===== src/core/can_regs_map.svh =====
// Purpose: Offsets, field positions and reset values of the low register group
// Assumes: 32-bit APB data, one register per aligned word
// Notes:   Definitions only; included by bare name
//
// What this block does
// - Release word: major, minor, patch, year nibbles
// - Release word: BCD month and day, read-only
// - Byte-order word always reads 0x87654321
// - Bit timing writable only with change-enable and init
// - Bit time 3..49 quanta, quantum prescaler+1 clocks
// - Bit time is both segments plus three
// - Next bit data taken right after sample point
// - Bit 23 enables transmitter delay compensation
// - Prescaler 20:16 applied plus one
// - Segment and jump width fields applied plus one
// - Bit timing resets to 0x00000A33
// - Test register needs test enable; clearing resets
// - Started buffer index 20:16, valid bit 21
// - Prepared buffer index 12:8, valid bit 13
// - Bit 7 mirrors receive pin level
// - Field 6:5 selects transmit pin source
// - Bit 4 enables internal loop-back
// - Bits 3,2 read back schedule pin levels
// - Bits 1,0 OR-force schedule pins high
// - RAM access loads watchdog from start value
// - Ready reloads; reaching zero stops and flags
// - Live count in 15:8; start zero disables
// - Change-enable grants writes only with init
`ifndef CAN_REGS_MAP_SVH
`define CAN_REGS_MAP_SVH
// ----------------------------------------
// Register byte offsets
// ----------------------------------------
`define OFS_CORE_RELEASE_ID 12'h000
`define OFS_BYTE_ORDER_CHECK 12'h004
`define OFS_CUSTOMER_SPECIFIC 12'h008
`define OFS_DATA_BIT_TIMING 12'h00C
`define OFS_TEST_CONTROL 12'h010
`define OFS_RAM_WATCHDOG 12'h014
`define OFS_CORE_MODE 12'h018
// ----------------------------------------
// Values
// ----------------------------------------
`define BYTE_ORDER_PATTERN 32'h87654321
`define DBT_RESET 32'h00000A33
`define MODE_RESET 32'h00000001
`define WDOG_START_RESET 8'h00
// ----------------------------------------
// Field positions
// ----------------------------------------
`define DBT_TDC_BIT 23
`define DBT_BRP_LSB 16
`define DBT_SEG1_LSB 8
`define DBT_SEG2_LSB 4
`define DBT_SJW_LSB 0
`define TST_STARTED_INDEX_VALID_BIT 21
`define TST_SIDX_LSB 16
`define TST_PREPARED_INDEX_VALID_BIT 13
`define TST_PIDX_LSB 8
`define TST_RX_BIT 7
`define TST_TX_LSB 5
`define TST_LOOPBACK_ENABLE_BIT 4
`define TST_CAT_BIT 3
`define TST_CAM_BIT 2
`define TST_TAT_BIT 1
`define TST_TAM_BIT 0
`define WD_LIVE_LSB 8
`define MODE_INIT_BIT 0
`define MODE_CCE_BIT 1
`define MODE_TEST_BIT 7
`endif


===== src/core/can_regs_pkg.sv =====
// Purpose: Types shared by the register group
// Assumes: Nothing beyond SystemVerilog
// Notes:   Constants live in the map header
`default_nettype none
package can_regs_pkg;
    // Transmit pin source select
    typedef enum logic [1:0] {TX_CORE, TX_SAMPLE, TX_DOMINANT, TX_RECESSIVE} tx_src_t;
    // Watchdog phase
    typedef enum logic [1:0] {WD_IDLE, WD_COUNT, WD_STOPPED} wd_state_t;
endpackage
`default_nettype wire


===== src/core/wdog_if.sv =====
// Purpose: Carrier between register group and RAM watchdog
// Assumes: Single clock
// Notes:   ctl side owns configuration, wd side owns the counter
`default_nettype none
interface wdog_if;
    logic [7:0] startValue; // Configured start value
    logic ramSel; // Message RAM access
    logic ramReady; // RAM completion
    logic [7:0] liveCount; // Live counter
    logic timeout; // One-cycle timeout event
    modport ctl (output startValue, ramSel, ramReady, input liveCount, timeout);
    modport wd (input startValue, ramSel, ramReady, output liveCount, timeout);
endinterface
`default_nettype wire


===== src/core/can_core_id_timing_test_regs.sv =====
// Purpose: Release, byte-order, data bit timing, test and watchdog registers
// Assumes: APB slave on clk; CAN clock equals clk; core signals on clk
// Notes:   No wait state on any APB access
//
// Register access over APB was chosen for this implementation.
`include "can_regs_map.svh"
`default_nettype none
module can_core_id_timing_test_regs
#(
    parameter logic [3:0] VERSION_MAJOR = 4'h1, // Build release digit
    parameter logic [3:0] VERSION_MINOR = 4'h0, // Build step digit
    parameter logic [3:0] VERSION_PATCH = 4'h0, // Build sub-step digit
    parameter logic [3:0] BUILD_YEAR = 4'h0, // One BCD digit
    parameter logic [7:0] BUILD_DATE_MM = 8'h01, // Two BCD digits
    parameter logic [7:0] BUILD_DATE_DD = 8'h01 // Two BCD digits
)
(
    input wire logic clk,
    input wire logic rst_b,
    input wire logic psel,
    input wire logic penable,
    input wire logic pwrite,
    input wire logic [11:0] paddr,
    input wire logic [31:0] pwdata,
    output logic [31:0] prdata,
    output logic pready,
    output logic pslverr,
    input wire logic canRxPin,
    output logic canTxPin,
    input wire logic coreTxNext,
    output logic coreRx,
    output logic samplePoint,
    output logic bitEnd,
    output logic txDelayCompEn,
    output logic [4:0] dataSyncJumpWidth,
    input wire logic startedIndexValid,
    input wire logic [4:0] startedTxBufferIndex,
    input wire logic preparedIndexValid,
    input wire logic [4:0] preparedTxBufferIndex,
    input wire logic scheduleTxCtrl,
    input wire logic scheduleMuxCtrl,
    output logic txCtrlPin,
    output logic muxCtrlPin,
    input wire logic ramSel,
    input wire logic ramReady,
    output logic watchdogTimeoutFlag,
    output logic loopbackActive
);
    // ----------------------------------------
    // Declarations
    // ----------------------------------------
    wdog_if w (); // Watchdog carrier
    logic [31:0] bitTiming_r; // Data bit timing register
    logic [31:0] mode_r; // Init, change-enable, test enable
    logic [1:0] txSel_r; // Transmit pin source
    logic loopback_r; // Internal loop-back
    logic forceTx_r; // Force transmit-control pin
    logic forceMux_r; // Force multiplexer-control pin
    logic [7:0] wdStart_r; // Watchdog start value
    logic rxMeta_r; // First synchroniser stage
    logic rxSync_r; // Second synchroniser stage
    logic [4:0] tqCnt_r; // Clocks within a quantum
    logic [5:0] segCnt_r; // Quanta within a bit
    logic nextBit_r; // Bit taken after sample point
    logic txBit_r; // Bit on the wire
    logic spMark_r; // Sample point marker
    logic bitEnd_r; // End of bit marker
    logic canTx_r; // Transmit pin
    logic coreRx_r; // Receive to core
    logic txCtrl_r; // Transmit-control pin
    logic muxCtrl_r; // Multiplexer-control pin
    logic timeout_r; // Timeout event
    logic [31:0] prdata_r; // Read data
    logic pready_r; // Access-phase ready
    logic pslverr_r; // Unmapped address
    logic [31:0] readMux; // Decoded read value
    logic mapped; // Address hits a word
    logic wrStrobe; // Write completes now
    logic protOpen; // Protected writes allowed
    logic testOn; // Test mode
    logic [4:0] brp; // Prescaler field
    logic [5:0] seg1Len; // Segment before sample point
    logic [5:0] bitLast; // Last quantum index
    logic tqTick; // Quantum ends
    logic running; // Bit timing active

    // ----------------------------------------
    // Decode of configuration
    // ----------------------------------------
    // Protected writes need change-enable with init
    assign protOpen = mode_r[`MODE_CCE_BIT] & mode_r[`MODE_INIT_BIT];
    assign testOn = mode_r[`MODE_TEST_BIT];
    assign brp = bitTiming_r[`DBT_BRP_LSB +: 5]; // Applied plus one
    // Segment before sample point plus one
    assign seg1Len = {1'b0, bitTiming_r[`DBT_SEG1_LSB +: 5]} + 6'h01;
    // Sync + seg1+1 + seg2+1 = seg1 + seg2 + 3 quanta
    assign bitLast = seg1Len + {2'b00, bitTiming_r[`DBT_SEG2_LSB +: 4]} + 6'h01;
    assign running = ~mode_r[`MODE_INIT_BIT];
    assign tqTick = running && (tqCnt_r == brp);
    assign wrStrobe = psel & penable & pready_r & pwrite;

    // ----------------------------------------
    // Address decode and read mux
    // ----------------------------------------
    always_comb
    begin
        readMux = 32'h00000000;
        mapped = 1'b1;
        unique case (paddr)
            `OFS_CORE_RELEASE_ID:
                // Release digits and build date
                readMux = {VERSION_MAJOR, VERSION_MINOR, VERSION_PATCH, BUILD_YEAR,
                           BUILD_DATE_MM, BUILD_DATE_DD};
            `OFS_BYTE_ORDER_CHECK:
                readMux = `BYTE_ORDER_PATTERN;
            `OFS_CUSTOMER_SPECIFIC:
                readMux = 32'h00000000; // Empty slot
            `OFS_DATA_BIT_TIMING:
                readMux = bitTiming_r;
            `OFS_TEST_CONTROL:
            begin
                // Live status and controls
                readMux[`TST_STARTED_INDEX_VALID_BIT] = startedIndexValid;
                readMux[`TST_SIDX_LSB +: 5] = startedTxBufferIndex;
                readMux[`TST_PREPARED_INDEX_VALID_BIT] = preparedIndexValid;
                readMux[`TST_PIDX_LSB +: 5] = preparedTxBufferIndex;
                readMux[`TST_RX_BIT] = rxSync_r;
                readMux[`TST_TX_LSB +: 2] = txSel_r;
                readMux[`TST_LOOPBACK_ENABLE_BIT] = loopback_r;
                readMux[`TST_CAT_BIT] = txCtrl_r; // Pin levels
                readMux[`TST_CAM_BIT] = muxCtrl_r;
                readMux[`TST_TAT_BIT] = forceTx_r;
                readMux[`TST_TAM_BIT] = forceMux_r;
            end
            `OFS_RAM_WATCHDOG:
                readMux = {16'h0000, w.liveCount, wdStart_r};
            `OFS_CORE_MODE:
                readMux = mode_r;
            default:
                mapped = 1'b0;
        endcase
    end

    // ----------------------------------------
    // APB answer: no wait state, data from flops
    // ----------------------------------------
    always_ff @(posedge clk)
    begin
        if (!rst_b)
        begin
            pready_r <= 1'b0;
            prdata_r <= 32'h00000000;
            pslverr_r <= 1'b0;
        end
        else if (psel && !penable && !pready_r)
        begin
            // Setup phase seen: answer in the access phase
            pready_r <= 1'b1;
            prdata_r <= pwrite ? 32'h00000000 : readMux;
            pslverr_r <= ~mapped;
        end
        else
        begin
            pready_r <= 1'b0;
            prdata_r <= 32'h00000000;
            pslverr_r <= 1'b0;
        end
    end

    // ----------------------------------------
    // Mode register: init, change-enable, test enable
    // ----------------------------------------
    always_ff @(posedge clk)
    begin
        if (!rst_b)
            mode_r <= `MODE_RESET;
        else if (wrStrobe && paddr == `OFS_CORE_MODE)
        begin
            mode_r <= 32'h00000000; // Other bits stay zero
            mode_r[`MODE_INIT_BIT] <= pwdata[`MODE_INIT_BIT];
            mode_r[`MODE_CCE_BIT] <= pwdata[`MODE_CCE_BIT];
            mode_r[`MODE_TEST_BIT] <= pwdata[`MODE_TEST_BIT];
        end
    end

    // ----------------------------------------
    // Protected configuration registers
    // ----------------------------------------
    always_ff @(posedge clk)
    begin
        if (!rst_b)
            bitTiming_r <= `DBT_RESET;
        else if (wrStrobe && paddr == `OFS_DATA_BIT_TIMING && protOpen)
            // Only documented fields kept
            bitTiming_r <= pwdata & 32'h009F1FFF;
    end

    always_ff @(posedge clk)
    begin
        if (!rst_b)
            wdStart_r <= `WDOG_START_RESET;
        else if (wrStrobe && paddr == `OFS_RAM_WATCHDOG && protOpen)
            wdStart_r <= pwdata[7:0];
    end

    // ----------------------------------------
    // Test controls, cleared whenever test mode is off
    // ----------------------------------------
    always_ff @(posedge clk)
    begin
        if (!rst_b || !testOn)
        begin
            // Leaving test mode restores reset values
            txSel_r <= 2'h0;
            loopback_r <= 1'b0;
            forceTx_r <= 1'b0;
            forceMux_r <= 1'b0;
        end
        else if (wrStrobe && paddr == `OFS_TEST_CONTROL)
        begin
            // Writes only reach here in test mode
            txSel_r <= pwdata[`TST_TX_LSB +: 2];
            loopback_r <= pwdata[`TST_LOOPBACK_ENABLE_BIT];
            forceTx_r <= pwdata[`TST_TAT_BIT];
            forceMux_r <= pwdata[`TST_TAM_BIT];
        end
    end

    // ----------------------------------------
    // Receive pin synchroniser
    // ----------------------------------------
    always_ff @(posedge clk)
    begin
        if (!rst_b)
        begin
            rxMeta_r <= 1'b1;
            rxSync_r <= 1'b1;
        end
        else
        begin
            rxMeta_r <= canRxPin;
            rxSync_r <= rxMeta_r;
        end
    end

    // ----------------------------------------
    // Data-phase quantum and bit counters
    // ----------------------------------------
    always_ff @(posedge clk)
    begin
        if (!rst_b || !running)
        begin
            tqCnt_r <= 5'h00;
            segCnt_r <= 6'h00;
        end
        else if (tqTick)
        begin
            // Quantum is prescaler plus one clocks
            tqCnt_r <= 5'h00;
            segCnt_r <= (segCnt_r == bitLast) ? 6'h00 : segCnt_r + 6'h01;
        end
        else
            tqCnt_r <= tqCnt_r + 5'h01;
    end

    // ----------------------------------------
    // Sample point, bit end and transmit bit pipeline
    // ----------------------------------------
    always_ff @(posedge clk)
    begin
        if (!rst_b)
        begin
            spMark_r <= 1'b0;
            bitEnd_r <= 1'b0;
            nextBit_r <= 1'b1;
            txBit_r <= 1'b1;
        end
        else
        begin
            spMark_r <= tqTick && (segCnt_r == seg1Len);
            bitEnd_r <= tqTick && (segCnt_r == bitLast);
            // Next bit is taken at the first edge after the sample point
            if (spMark_r)
                nextBit_r <= coreTxNext;
            if (bitEnd_r)
                txBit_r <= nextBit_r;
        end
    end

    // ----------------------------------------
    // Pins: transmit source, loop-back, schedule pins
    // ----------------------------------------
    always_ff @(posedge clk)
    begin
        if (!rst_b)
        begin
            canTx_r <= 1'b1;
            coreRx_r <= 1'b1;
            txCtrl_r <= 1'b0;
            muxCtrl_r <= 1'b0;
        end
        else
        begin
            unique case (can_regs_pkg::tx_src_t'(txSel_r))
                can_regs_pkg::TX_CORE: canTx_r <= txBit_r;
                can_regs_pkg::TX_SAMPLE: canTx_r <= spMark_r;
                can_regs_pkg::TX_DOMINANT: canTx_r <= 1'b0;
                can_regs_pkg::TX_RECESSIVE: canTx_r <= 1'b1;
            endcase
            // Loop-back feeds transmit back to the core
            coreRx_r <= loopback_r ? canTx_r : rxSync_r;
            // Test bits OR into sequencer outputs
            txCtrl_r <= scheduleTxCtrl | forceTx_r;
            muxCtrl_r <= scheduleMuxCtrl | forceMux_r;
        end
    end

    // ----------------------------------------
    // Watchdog hookup
    // ----------------------------------------
    assign w.startValue = wdStart_r;
    assign w.ramSel = ramSel;
    assign w.ramReady = ramReady;

    ram_watchdog uWdog
    (
        .clk(clk),
        .rst_b(rst_b),
        .w(w.wd)
    );

    // Timeout event re-registered for the interrupt logic
    always_ff @(posedge clk)
    begin
        if (!rst_b)
            timeout_r <= 1'b0;
        else
            timeout_r <= w.timeout;
    end

    // ----------------------------------------
    // Outputs
    // ----------------------------------------
    assign prdata = prdata_r;
    assign pready = pready_r;
    assign pslverr = pslverr_r;
    assign canTxPin = canTx_r;
    assign coreRx = coreRx_r;
    assign samplePoint = spMark_r;
    assign bitEnd = bitEnd_r;
    assign txDelayCompEn = bitTiming_r[`DBT_TDC_BIT];
    assign dataSyncJumpWidth = {1'b0, bitTiming_r[`DBT_SJW_LSB +: 4]} + 5'h01;
    assign txCtrlPin = txCtrl_r;
    assign muxCtrlPin = muxCtrl_r;
    assign watchdogTimeoutFlag = timeout_r;
    assign loopbackActive = loopback_r;
endmodule
`default_nettype wire


===== src/core/ram_watchdog.sv =====
// Purpose: Message RAM watchdog down-counter on the host clock
// Assumes: RAM select and ready are on clk
// Notes:   Start value zero keeps the counter idle
`include "can_regs_map.svh"
`default_nettype none
module ram_watchdog
(
    input wire logic clk,
    input wire logic rst_b,
    wdog_if.wd w
);
    can_regs_pkg::wd_state_t state_r; // Counter phase
    logic [7:0] count_r; // Live value
    logic timeout_r; // Timeout event
    // ----------------------------------------
    // Counter
    // ----------------------------------------
    always_ff @(posedge clk)
    begin
        if (!rst_b)
        begin
            state_r <= can_regs_pkg::WD_IDLE;
            count_r <= `WDOG_START_RESET;
            timeout_r <= 1'b0;
        end
        else
        begin
            timeout_r <= 1'b0;
            if (w.startValue == 8'h00)
            begin
                // Disabled
                state_r <= can_regs_pkg::WD_IDLE;
                count_r <= 8'h00;
            end
            else if (w.ramReady)
            begin
                // Completion reloads and ends the watch
                state_r <= can_regs_pkg::WD_IDLE;
                count_r <= w.startValue;
            end
            else if (w.ramSel && state_r != can_regs_pkg::WD_COUNT)
            begin
                // Access starts the count
                state_r <= can_regs_pkg::WD_COUNT;
                count_r <= w.startValue;
            end
            else if (state_r == can_regs_pkg::WD_COUNT)
            begin
                count_r <= count_r - 8'h01;
                if (count_r == 8'h01)
                begin
                    // Reached zero: stop and flag
                    state_r <= can_regs_pkg::WD_STOPPED;
                    timeout_r <= 1'b1;
                end
            end
        end
    end
    assign w.liveCount = count_r;
    assign w.timeout = timeout_r;
endmodule
`default_nettype wire


===== config.mk =====
export PLATFORM = sky130hd
export DESIGN_NAME = can_core_id_timing_test_regs
export DESIGN_NICKNAME = d
export VERILOG_FILES = /design/src/core/can_regs_pkg.sv /design/src/core/wdog_if.sv /design/src/core/can_core_id_timing_test_regs.sv /design/src/core/ram_watchdog.sv
export VERILOG_INCLUDE_DIRS = /design/src /design/src/core
export SDC_FILE = /design/constraint.sdc
export NUM_CORES = 1
export LEC_CHECK = 0
export ABC_AREA = 1
export ABC_CLOCK_PERIOD_IN_PS = 2700
export BUFFER_PORTS_ARGS = -buffer_cell sky130_fd_sc_hd__clkbuf_2
export CAP_MARGIN = 10
export CORE_ASPECT_RATIO = 1.4
export CORE_MARGIN = 5
export CORE_UTILIZATION = 30
export CTS_BUF_LIST = sky130_fd_sc_hd__clkbuf_4
export DETAILED_ROUTE_END_ITERATION = 7
export SLEW_MARGIN = 25
export SYNTH_ARGS = -nofsm -noshare
export SYNTH_HDL_FRONTEND = slang
export SYNTH_SLANG_ARGS = --single-unit

===== constraint.sdc =====
create_clock -name clk -period 2.7 [get_ports clk]
set_clock_uncertainty 0.15 [all_clocks]
set_input_delay 0.135 -clock clk [delete_from_list [all_inputs] [get_ports clk]]
set_output_delay 0.135 -clock clk [all_outputs]
set_load 0.1 [all_outputs]

==> results of run 1 <==
## power by group through the flow
stage               logic, mW  clock network, mW  registers, mW
CTS                     0.201              0.733           1.41
global route            0.215              0.786           1.41
global placement        0.143                  0           1.44
floorplan              0.0582                  0           1.46
finish                  0.200              0.718           1.41
detailed placement      0.143                  0           1.44
## layout by cell type (no fill, tap or decap), types with 12 or more instances in the layout
master         netlist  routed
a21oi_1             43      43
clkbuf_2             0      98
dfxtp_1             95      93
dlygate4sd3_1        0      53
inv_1               85      85
nand2_1            107     107
nand3_1             32      32
nor2_1              65      64
nor2_4              11      12
o21ai_0             32      32
o21ai_1             12      12
## routing by layer
layer / share of wire (%) / global-route usage, % / up-vias
li1: - / - / 2281
met1: 40 / 16.3 / 1985
met2: 53 / 29.1 / 98
met3: 3.8 / 2.00 / 33
met4: 3.3 / 6.71 / 0
met5: 0 / 0 / -
## worst paths after layout
kind | startpoint | end | cells after the start
max | pready | bitTiming_r[20] | 6
min | paddr[6] | pslverr | 7
max reg2reg | pready | bitTiming_r[20] | 6
min reg2reg | rxMeta_r | rxSync_r | 1
## critical path: stages (launching register included)
cell and delay, ns:
dfxtp_1 0.38, nand4_1 0.19, nor3_2 0.51, nand2_4 0.35
o21ai_1 0.23, dlygate4sd3_1 0.58, a21oi_1 0.04
## cell type report
cell class                 count  area (sq um)
clock inverter                 6          45.0
tap                          192           240
clock buffer                  10          75.1
antenna                        1          2.50
multi-input combinational    404          2240
inverter                      95           357
sequential                    95          1900
timing repair buffer         156          1060
fill                        1579          9200
## repair_timing
action / CTS / global route
hold buffers: 53 / 0
gates resized for setup: 0 / 6
hold endpoints to repair: 65 / 0
endpoints found under the setup margin: 0 / 10
## cell families (layout without fill, tap and decap cells)
kind of cell	after synthesis	in the layout	share of synthesized area (%)
AOI/OAI and AO/OA	121	121	15.4
xor gates and xnor gates	12	12	2.27
adders and majority gates	12	12	3.41
buffers and inverters	117	267	11.0
DFF	95	95	41.1
other	1	4	0.0811
and+or+nand+nor	256	256	26.7
## state kept, by name, indices dropped and copies added (netlist names), 2 cells and up
name               cells
segCnt_r               6
uWdog.state_r          2
mode_r                 3
tqCnt_r                5
txSel_r                2
bitTiming_r           19
prdata                25
uWdog.w.liveCount      8
w.startValue           8
==> run_results.csv, run 1 <==
group,metric,value,unit
pwr,switchingPower,0.626,mW
clocking,clk_latency,0.46,ns
critical_path,worstPathMaxFanout,34,
logic_synthesis,synth_edf_count,0,
timing,rsz0062_at_grt,"no",
routing,wire_per_inst,14.1,um
clocking,cts.htree.levels,3,
global_routing,grt_usage,15.2,%
cells_and_area,design_area,0.00592,sq mm
timing,fin_crit_sh,93.5,%
logic_synthesis,postSynth.asyncResetShare,0,%
timing,hold_violations,0,
pwr,internal_power,1.70,mW
logic_synthesis,netlist.area_leader.share,41.1,%
critical_path,arrival,2.74,ns
routing,via_count,4397,
floorplanning,die_x,115,um
timing,finalSetupTns,0,ns
pwr,leakagePower,2.65,nW
cells_and_area,area_growth,28.0,%
cells_and_area,final_layout_size_suffix_gt1_share,21.7,%
cells_and_area,fin_cells,959,
clocking,clkSlewWorstSetupHoldPaths,0.16,ns
timing,fmax,396,MHz
global_routing,grt_pass1_vias,4397,
global_routing,antenna_found_initial,1,
floorplanning,row_count,53,
pwr,power_frac_clock,30.9,%
pwr,sw_frac_of_total,26.9,%
floorplanning,design.die.area,0.0180,sq mm
global_routing,grt_start_max_net_pins,35,
routing,drt_wl_total,13500,um
pwr,pwr-share-comb,8.6,%
global_routing,grt.overflow.total,0,
place,dpl.hpwl,10500,um
place,place_area,0.00525,sq mm
floorplanning,die_y,157,um
logic_synthesis,yosysMostFrequentCell,"nand2_1",
floorplanning,placeableCoreArea,0.0151,sq mm
logic_synthesis,ys.flop_type,"dfxtp_1",
logic_synthesis,synth_top_area_cell,"dfxtp_1",
clocking,cts_tree,"yes",
place,gp_congestion,0.877,
logic_synthesis,ys_top_cells_by_area,"dfxtp_1 (41%), nand2_1 (8.7%), inv_1 (6.9%)",
logic_synthesis,ys_top_cells_by_count,"nand2_1 (107), dfxtp_1 (95), inv_1 (85)",
floorplanning,start_util,30.6,%
place,post-place-ws,0.0750,ns
logic_synthesis,avgSynthCellArea,7.53,sq um
logic_synthesis,synth-seq-cells,95,
routing,ant_nets,0,
clocking,numCtsBuffers,9,
pwr,seq_power_share,60.5,%
timing,max_slew_margin,59.2,%
place,portBuffers,98,
critical_path,startpoint_type,"flop",
timing,setup_viol,0,
clocking,cts_sinks,95,
global_routing,grt_pass1_wl,21500,um
timing,hold_slack,0.0315,ns
routing,drt_iter0_markers,308,
cells_and_area,num-nets-final,840,
job,drv_cap,0,
floorplanning,pin_count,115,
critical_path,crit_path_end_kind,"flop",
logic_synthesis,netlist_area,0.00463,sq mm
timing,worstMarginPinSlew,0.609,ns
timing,period_minus_slack,2.52,ns
critical_path,reg2reg_slack,0.18,ns
routing,drc,0,
worst_hold_path,hp-class,"in2reg",
clocking,clk_path_buf_depth,2,
routing,dr.pass1.iters,4,
cells_and_area,fin_util,39.2,%
clocking,post_cts_buffers,0,
timing,fin_ws,0.177,ns
logic_synthesis,synth.distinct_cells,45,
pwr,power,2.33,mW
timing,finalMaxSlewViolations,0,
logic_synthesis,netlist_instances,614,
critical_path,criticalPathCategory,"reg2reg",
place,place_inst,889,
logic_synthesis,yosys_warnings,0,
routing,viasPerCell,4.58,
pwr,peakVddDrop,0.189,mV
logic_synthesis,synth_seq_area_share,41.1,%
clocking,root_buffer,"clkbuf_4",
outcome,run_status,"finished clean",
critical_path,critPathRequiredTime,2.92,ns
pwr,power_density,393,mW/mm^2
Note: power is estimated with default switching activity, not from simulation.
==> inputs of run 2 (changes only) <==
--- a/config.mk
+++ b/config.mk
@@ -15,6 +15,7 @@
 export CORE_UTILIZATION = 30
 export CTS_BUF_LIST = sky130_fd_sc_hd__clkbuf_4
 export DETAILED_ROUTE_END_ITERATION = 7
+export PLACE_DENSITY_LB_ADDON = 0.05
 export SLEW_MARGIN = 25
 export SYNTH_ARGS = -nofsm -noshare
 export SYNTH_HDL_FRONTEND = slang
==> run 2 against run 1 <==
Effect of this change:
- die area unchanged
- clock power rose by 48%
- cell area is 2.0% higher
- global-route usage is 1.2 points higher
- hold slack better by 0.034 ns
- critical path depth grew 2
- non-clock buffer count up 3
- maximum frequency fell by 0.73%
- critical path type is now in2reg
- sequential share of layout area fell by 0.64 points
- worst setup slack got worse by 0.019 ns
==> run_results.csv, run 2 (same netlist as run 1, synthesis figures left out) <==
group,metric,value,unit
timing,finalSetupTns,0,ns
timing,setup_viol,0,
place,place_inst,888,
clocking,cts_tree,"yes",
timing,period_minus_slack,2.54,ns
worst_hold_path,hold_depth,7,
floorplanning,placeableCoreArea,0.0151,sq mm
floorplanning,start_util,30.6,%
pwr,pwr-share-comb,7.6,%
clocking,clk_latency,0.47,ns
global_routing,grt_pass1_wl,22600,um
timing,hold_slack,0.0653,ns
clocking,cts_sinks,95,
critical_path,ff2ff_path_depth,11,
pwr,switchingPower,0.616,mW
timing,fin_ws,0.158,ns
cells_and_area,final_layout_size_suffix_gt1_share,21.7,%
cells_and_area,final_common_cell,"nand2_1",
global_routing,antenna_found_initial,1,
global_routing,grt_start_max_net_pins,35,
pwr,seq_power_share,52.8,%
pwr,sw_frac_of_total,23.1,%
pwr,power_frac_clock,39.6,%
place,gp_congestion,0.827,
floorplanning,row_count,53,
critical_path,criticalPathCategory,"in2reg",
job,drv_cap,0,
critical_path,critPathRequiredTime,2.98,ns
floorplanning,die_x,115,um
place,portBuffers,98,
clocking,root_buffer,"clkbuf_4",
clocking,clk_path_buf_depth,2,
timing,finalMaxSlewViolations,0,
routing,via_count,4406,
global_routing,grt_usage,16.4,%
pwr,power,2.67,mW
routing,viasPerCell,4.58,
timing,worstMarginPinSlew,0.755,ns
pwr,leakagePower,2.69,nW
clocking,clkSlewWorstSetupHoldPaths,0.15,ns
timing,hold_violations,0,
clocking,cts.htree.levels,3,
global_routing,grt.overflow.total,0,
critical_path,worstPathMaxFanout,3,
global_routing,grt_pass1_vias,4316,
clocking,numCtsBuffers,9,
routing,drt_iter0_markers,237,
place,post-place-ws,0.0642,ns
cells_and_area,largest_register_ffs,25,
floorplanning,design.die.area,0.0180,sq mm
routing,ant_nets,0,
cells_and_area,fin_cells,962,
floorplanning,pin_count,115,
cells_and_area,area_growth,30.6,%
critical_path,crit_path_end_kind,"flop",
pwr,peakVddDrop,0.187,mV
pwr,internal_power,2.05,mW
place,dpl.hpwl,11400,um
critical_path,startpoint_type,"input pin",
worst_hold_path,hp-class,"in2reg",
cells_and_area,num-nets-final,843,
cells_and_area,final_cell_mix,"nand2_1 (107), clkbuf_2 (98), dfxtp_1 (93), inv_1 (85), nor2_1 (64)",
timing,max_slew_margin,49.4,%
cells_and_area,fin_util,40.0,%
critical_path,arrival,2.82,ns
routing,wire_per_inst,15.4,um
outcome,run_status,"finished clean",
cells_and_area,design_area,0.00604,sq mm
place,place_area,0.00524,sq mm
pwr,power_density,442,mW/mm^2
routing,dr.pass1.iters,5,
timing,rsz0062_at_grt,"no",
routing,drt_wl_total,14800,um
timing,fmax,393,MHz
timing,fin_crit_sh,94.2,%
cells_and_area,n_fill_cell,1576,
floorplanning,die_y,157,um
routing,drc,0,
run 2: cell types whose count changed in the layout (fill, tap and decap cells not counted), sizes merged:
cell | before | now
bufinv | 0 | 4
clkbuf | 108 | 107
clkinvlp | 2 | 0
diode | 1 | 2
dlygate4sd3 | 53 | 56
inv | 97 | 95
run 2: final timing paths:
kind / start / end / slack [ns]
setup / recovery: paddr[3] / prdata[28] / 0.16
setup reg to reg: bitTiming_r[8] / segCnt_r[5] / 0.19
hold / removal: paddr[1] / pslverr / 0.07
hold reg to reg: rxMeta_r / rxSync_r / 0.28
run 2: per-layer routing:
metal | global-route usage [%] | wire length, um | vias to the layer above
met5 | 0 | 0 | -
met4 | 5.59 | 292 | 0
met3 | 3.12 | 622 | 15
met2 | 30.5 | 7870 | 103
met1 | 18.5 | 6010 | 2002
li1 | - | - | 2286
run 2: what timing repair did:
item | 4_1_cts | 5_1_grt
hold buffers | 56 | 0
setup buffers | 0 | 1
endpoints found under the setup margin | 0 | 13
resized for setup | 0 | 7
endpoints found under the hold margin | 64 | 0
run 2: cell type report:
cell class,instances,area (sq um),share of cell area [%]
Multi-Input combinational cell,404,2250,37.2
Sequential cell,95,1900,31.5
Timing Repair Buffer,159,1090,18.0
Inverter,95,357,5.90
Tap cell,192,240,3.98
Clock inverter,6,134,2.22
Clock buffer,9,67.6,1.12
Antenna cell,2,5.00,0.0828
run 2: power groups by stage:
stage	Combinational [mW]	Clock, mW	Sequential [mW]
3_5_place_dp	0.145	0	1.44
6_report	0.202	1.06	1.41
2_1_floorplan	0.0582	0	1.46
4_1_cts	0.202	1.10	1.41
5_1_grt	0.216	1.15	1.41
3_3_place_gp	0.145	0	1.44
run 2: worst max-delay path, cell delays in order:
cell	delay, ns
dlygate4sd3_1	0.53
clkbuf_2	0.16
nor3_4	0.18
dlygate4sd3_1	0.58
nand2_1	0.05
dlygate4sd3_1	0.55
nor2_1	0.09
dlygate4sd3_1	0.54
==> inputs of run 3 (changes only) <==
--- a/config.mk
+++ b/config.mk
@@ -12,7 +12,7 @@
 export CAP_MARGIN = 10
 export CORE_ASPECT_RATIO = 1.4
 export CORE_MARGIN = 5
-export CORE_UTILIZATION = 30
+export CORE_UTILIZATION = 45
 export CTS_BUF_LIST = sky130_fd_sc_hd__clkbuf_4
 export DETAILED_ROUTE_END_ITERATION = 7
 export PLACE_DENSITY_LB_ADDON = 0.05
==> run 3 against run 2 <==
Effect of this change:
- flip-flop and latch count stayed put
- wire length is 11% lower
- combinational power is 4% lower
- non-clock buffer count is 7 lower
- first-iteration DRC count is 19% lower
- critical path depth is 6 higher
- worst setup slack better by 0.059 ns
- register-to-register slack better by 0.03 ns
- via count is 0.91% higher
- sequential share of layout area is 1.1 points higher
- maximum frequency is 2.4% higher
- largest cell class unchanged
- count of clock-buffer cells in the layout stayed put
==> run_results.csv, run 3 (same netlist as run 1, synthesis figures left out) <==
group,metric,value,unit
worst_hold_path,hold_depth,7,
clocking,clk_latency,0.45,ns
global_routing,grt_pass1_wl,20600,um
critical_path,arrival,2.68,ns
outcome,run_status,"finished clean",
clocking,numCtsBuffers,9,
global_routing,top_usage_layer,"met2",
worst_hold_path,hp-class,"in2reg",
clocking,cts_sinks,95,
clocking,clk_path_buf_depth,2,
floorplanning,placeableCoreArea,0.0100,sq mm
timing,finalSetupTns,0,ns
clocking,clkSlewWorstSetupHoldPaths,0.15,ns
cells_and_area,final_layout_size_suffix_gt1_share,21.7,%
clocking,root_buffer,"clkbuf_4",
cells_and_area,fin_util,58.4,%
critical_path,crit_path_end_kind,"flop",
critical_path,criticalPathCategory,"reg2reg",
clocking,cts.htree.levels,3,
routing,via_count,4446,
floorplanning,pin_count,115,
timing,worstMarginPinSlew,0.626,ns
floorplanning,die_y,130,um
critical_path,reg2reg_slack,0.22,ns
floorplanning,die_x,95.7,um
timing,fmax,403,MHz
job,drv_cap,0,
worst_hold_path,hold_path_end,"pslverr",
global_routing,grt_start_max_net_pins,20,
routing,dr.pass1.iters,5,
critical_path,critPathRequiredTime,2.89,ns
place,dpl.hpwl,9910,um
cells_and_area,final_common_cell,"nand2_1",
place,portBuffers,98,
routing,drc,0,
global_routing,grt_pass1_vias,4310,
floorplanning,start_util,46.2,%
cells_and_area,final_cell_mix,"nand2_1 (107), clkbuf_2 (98), dfxtp_1 (94), inv_1 (85), nor2_1 (64)",
routing,drt_iter0_markers,192,
pwr,leakagePower,2.64,nW
global_routing,use_met2,40.1,%
place,gp_congestion,0.893,
routing,drt_wl_total,13200,um
pwr,power_density,424,mW/mm^2
cells_and_area,num-nets-final,836,
timing,fin_crit_sh,92.0,%
cells_and_area,largest_register_ffs,25,
critical_path,worstPathMaxFanout,5,
timing,setup_viol,0,
clocking,cts_tree,"yes",
floorplanning,row_count,43,
critical_path,r2r-start,"bitTiming_r[9]",
critical_path,ff2ff_path_depth,14,
routing,viasPerCell,4.96,
floorplanning,design.die.area,0.0124,sq mm
worst_hold_path,hp-start,"paddr[6]",
critical_path,reg2reg_to,"segCnt_r[4]",
pwr,peakVddDrop,0.279,mV
timing,rsz0062_at_grt,"no",
critical_path,startpoint_type,"flop",
timing,hold_violations,0,
timing,period_minus_slack,2.48,ns
global_routing,grt.overflow.total,0,
global_routing,grt_usage,21.5,%
routing,ant_nets,0,
global_routing,grt_use_met1,23.7,%
routing,wire_per_inst,14.7,um
cells_and_area,n_antenna_cell,0,
global_routing,use_met3,2.83,%
timing,finalMaxSlewViolations,0,
global_routing,antenna_found_initial,0,
cells_and_area,area_growth,26.3,%
timing,max_slew_margin,58.0,%
## run 3: report_power, final
group / switching, mW / total, mW / internal, mW
combinational: 0.109 / 0.193 / 0.0843
sequential: 0.00189 / 1.41 / 1.41
clock: 0.497 / 0.875 / 0.378
total: 0.608 / 2.48 / 1.87
## run 3: final cells by class
cell class | instances | area (sq um)
multi-input cells | 404 | 2230
clock inverters | 7 | 95.1
fillers | 979 | 4170
flip-flops and latches | 95 | 1900
clock buffers | 9 | 67.6
repair buffers | 152 | 1020
well taps | 135 | 169
inverters | 95 | 357
## run 3: worst max-delay path, stage by stage, from the launching register on
cell and delay [ns]:
dfxtp_1 0.44, ha_1 0.26, xnor2_2 0.15, inv_1 0.07, ha_1 0.33, a21oi_1 0.18, nand2_1 0.09, nand2_1 0.07
nand2_1 0.07, nand2_1 0.06, nand2_1 0.05, nand2_1 0.05, nand3_1 0.17, nor2_2 0.20, nor2_1 0.07
## run 3: what timing repair did
item / 4_1_cts / 5_1_grt
setup buffers: 0 / 0
endpoints found under the setup margin: 0 / 4
hold endpoints to repair: 66 / 0
hold buffers: 49 / 0
gates resized for setup: 0 / 3
## run 3: worst max-delay path by stage
stage	from	endpoint	slack (ns)	cells past startpoint
5_1_grt	bitTiming_r[8]	segCnt_r[5]	0.03	15
6_report	bitTiming_r[9]	segCnt_r[4]	0.22	14
3_3_place_gp	bitTiming_r[8]	segCnt_r[4]	0.18	14
4_1_cts	bitTiming_r[8]	segCnt_r[5]	0.04	14
2_1_floorplan	pready	w.startValue[2]	0.42	6
3_5_place_dp	bitTiming_r[8]	segCnt_r[4]	0.08	14
## run 3: routing by layer
metal | wire length, um | part of all wire [%] | vias up
met1 | 5240 | 40 | 2031
met3 | 613 | 4.7 | 24
met2 | 6930 | 53 | 116
met5 | 0 | 0 | -
met4 | 386 | 2.9 | 0
li1 | - | - | 2275
## run 3: through the flow
stage | hold slack [ns] | total power, mW | std cells | cell area (sq um) | setup WS [ns]
after floorplan | 0.0916 | 1.52 | 616 | 4630 | 0.422
after global placement | 0.169 | 1.58 | 832 | 5180 | 0.181
after detailed placement | 0.174 | 1.58 | 832 | 5180 | 0.0839
after CTS | 0.00108 | 2.51 | 897 | 5830 | 0.0391
after global routing | 0.0956 | 2.57 | 897 | 5840 | 0.0348
final | 0.0300 | 2.48 | 897 | 5840 | 0.217
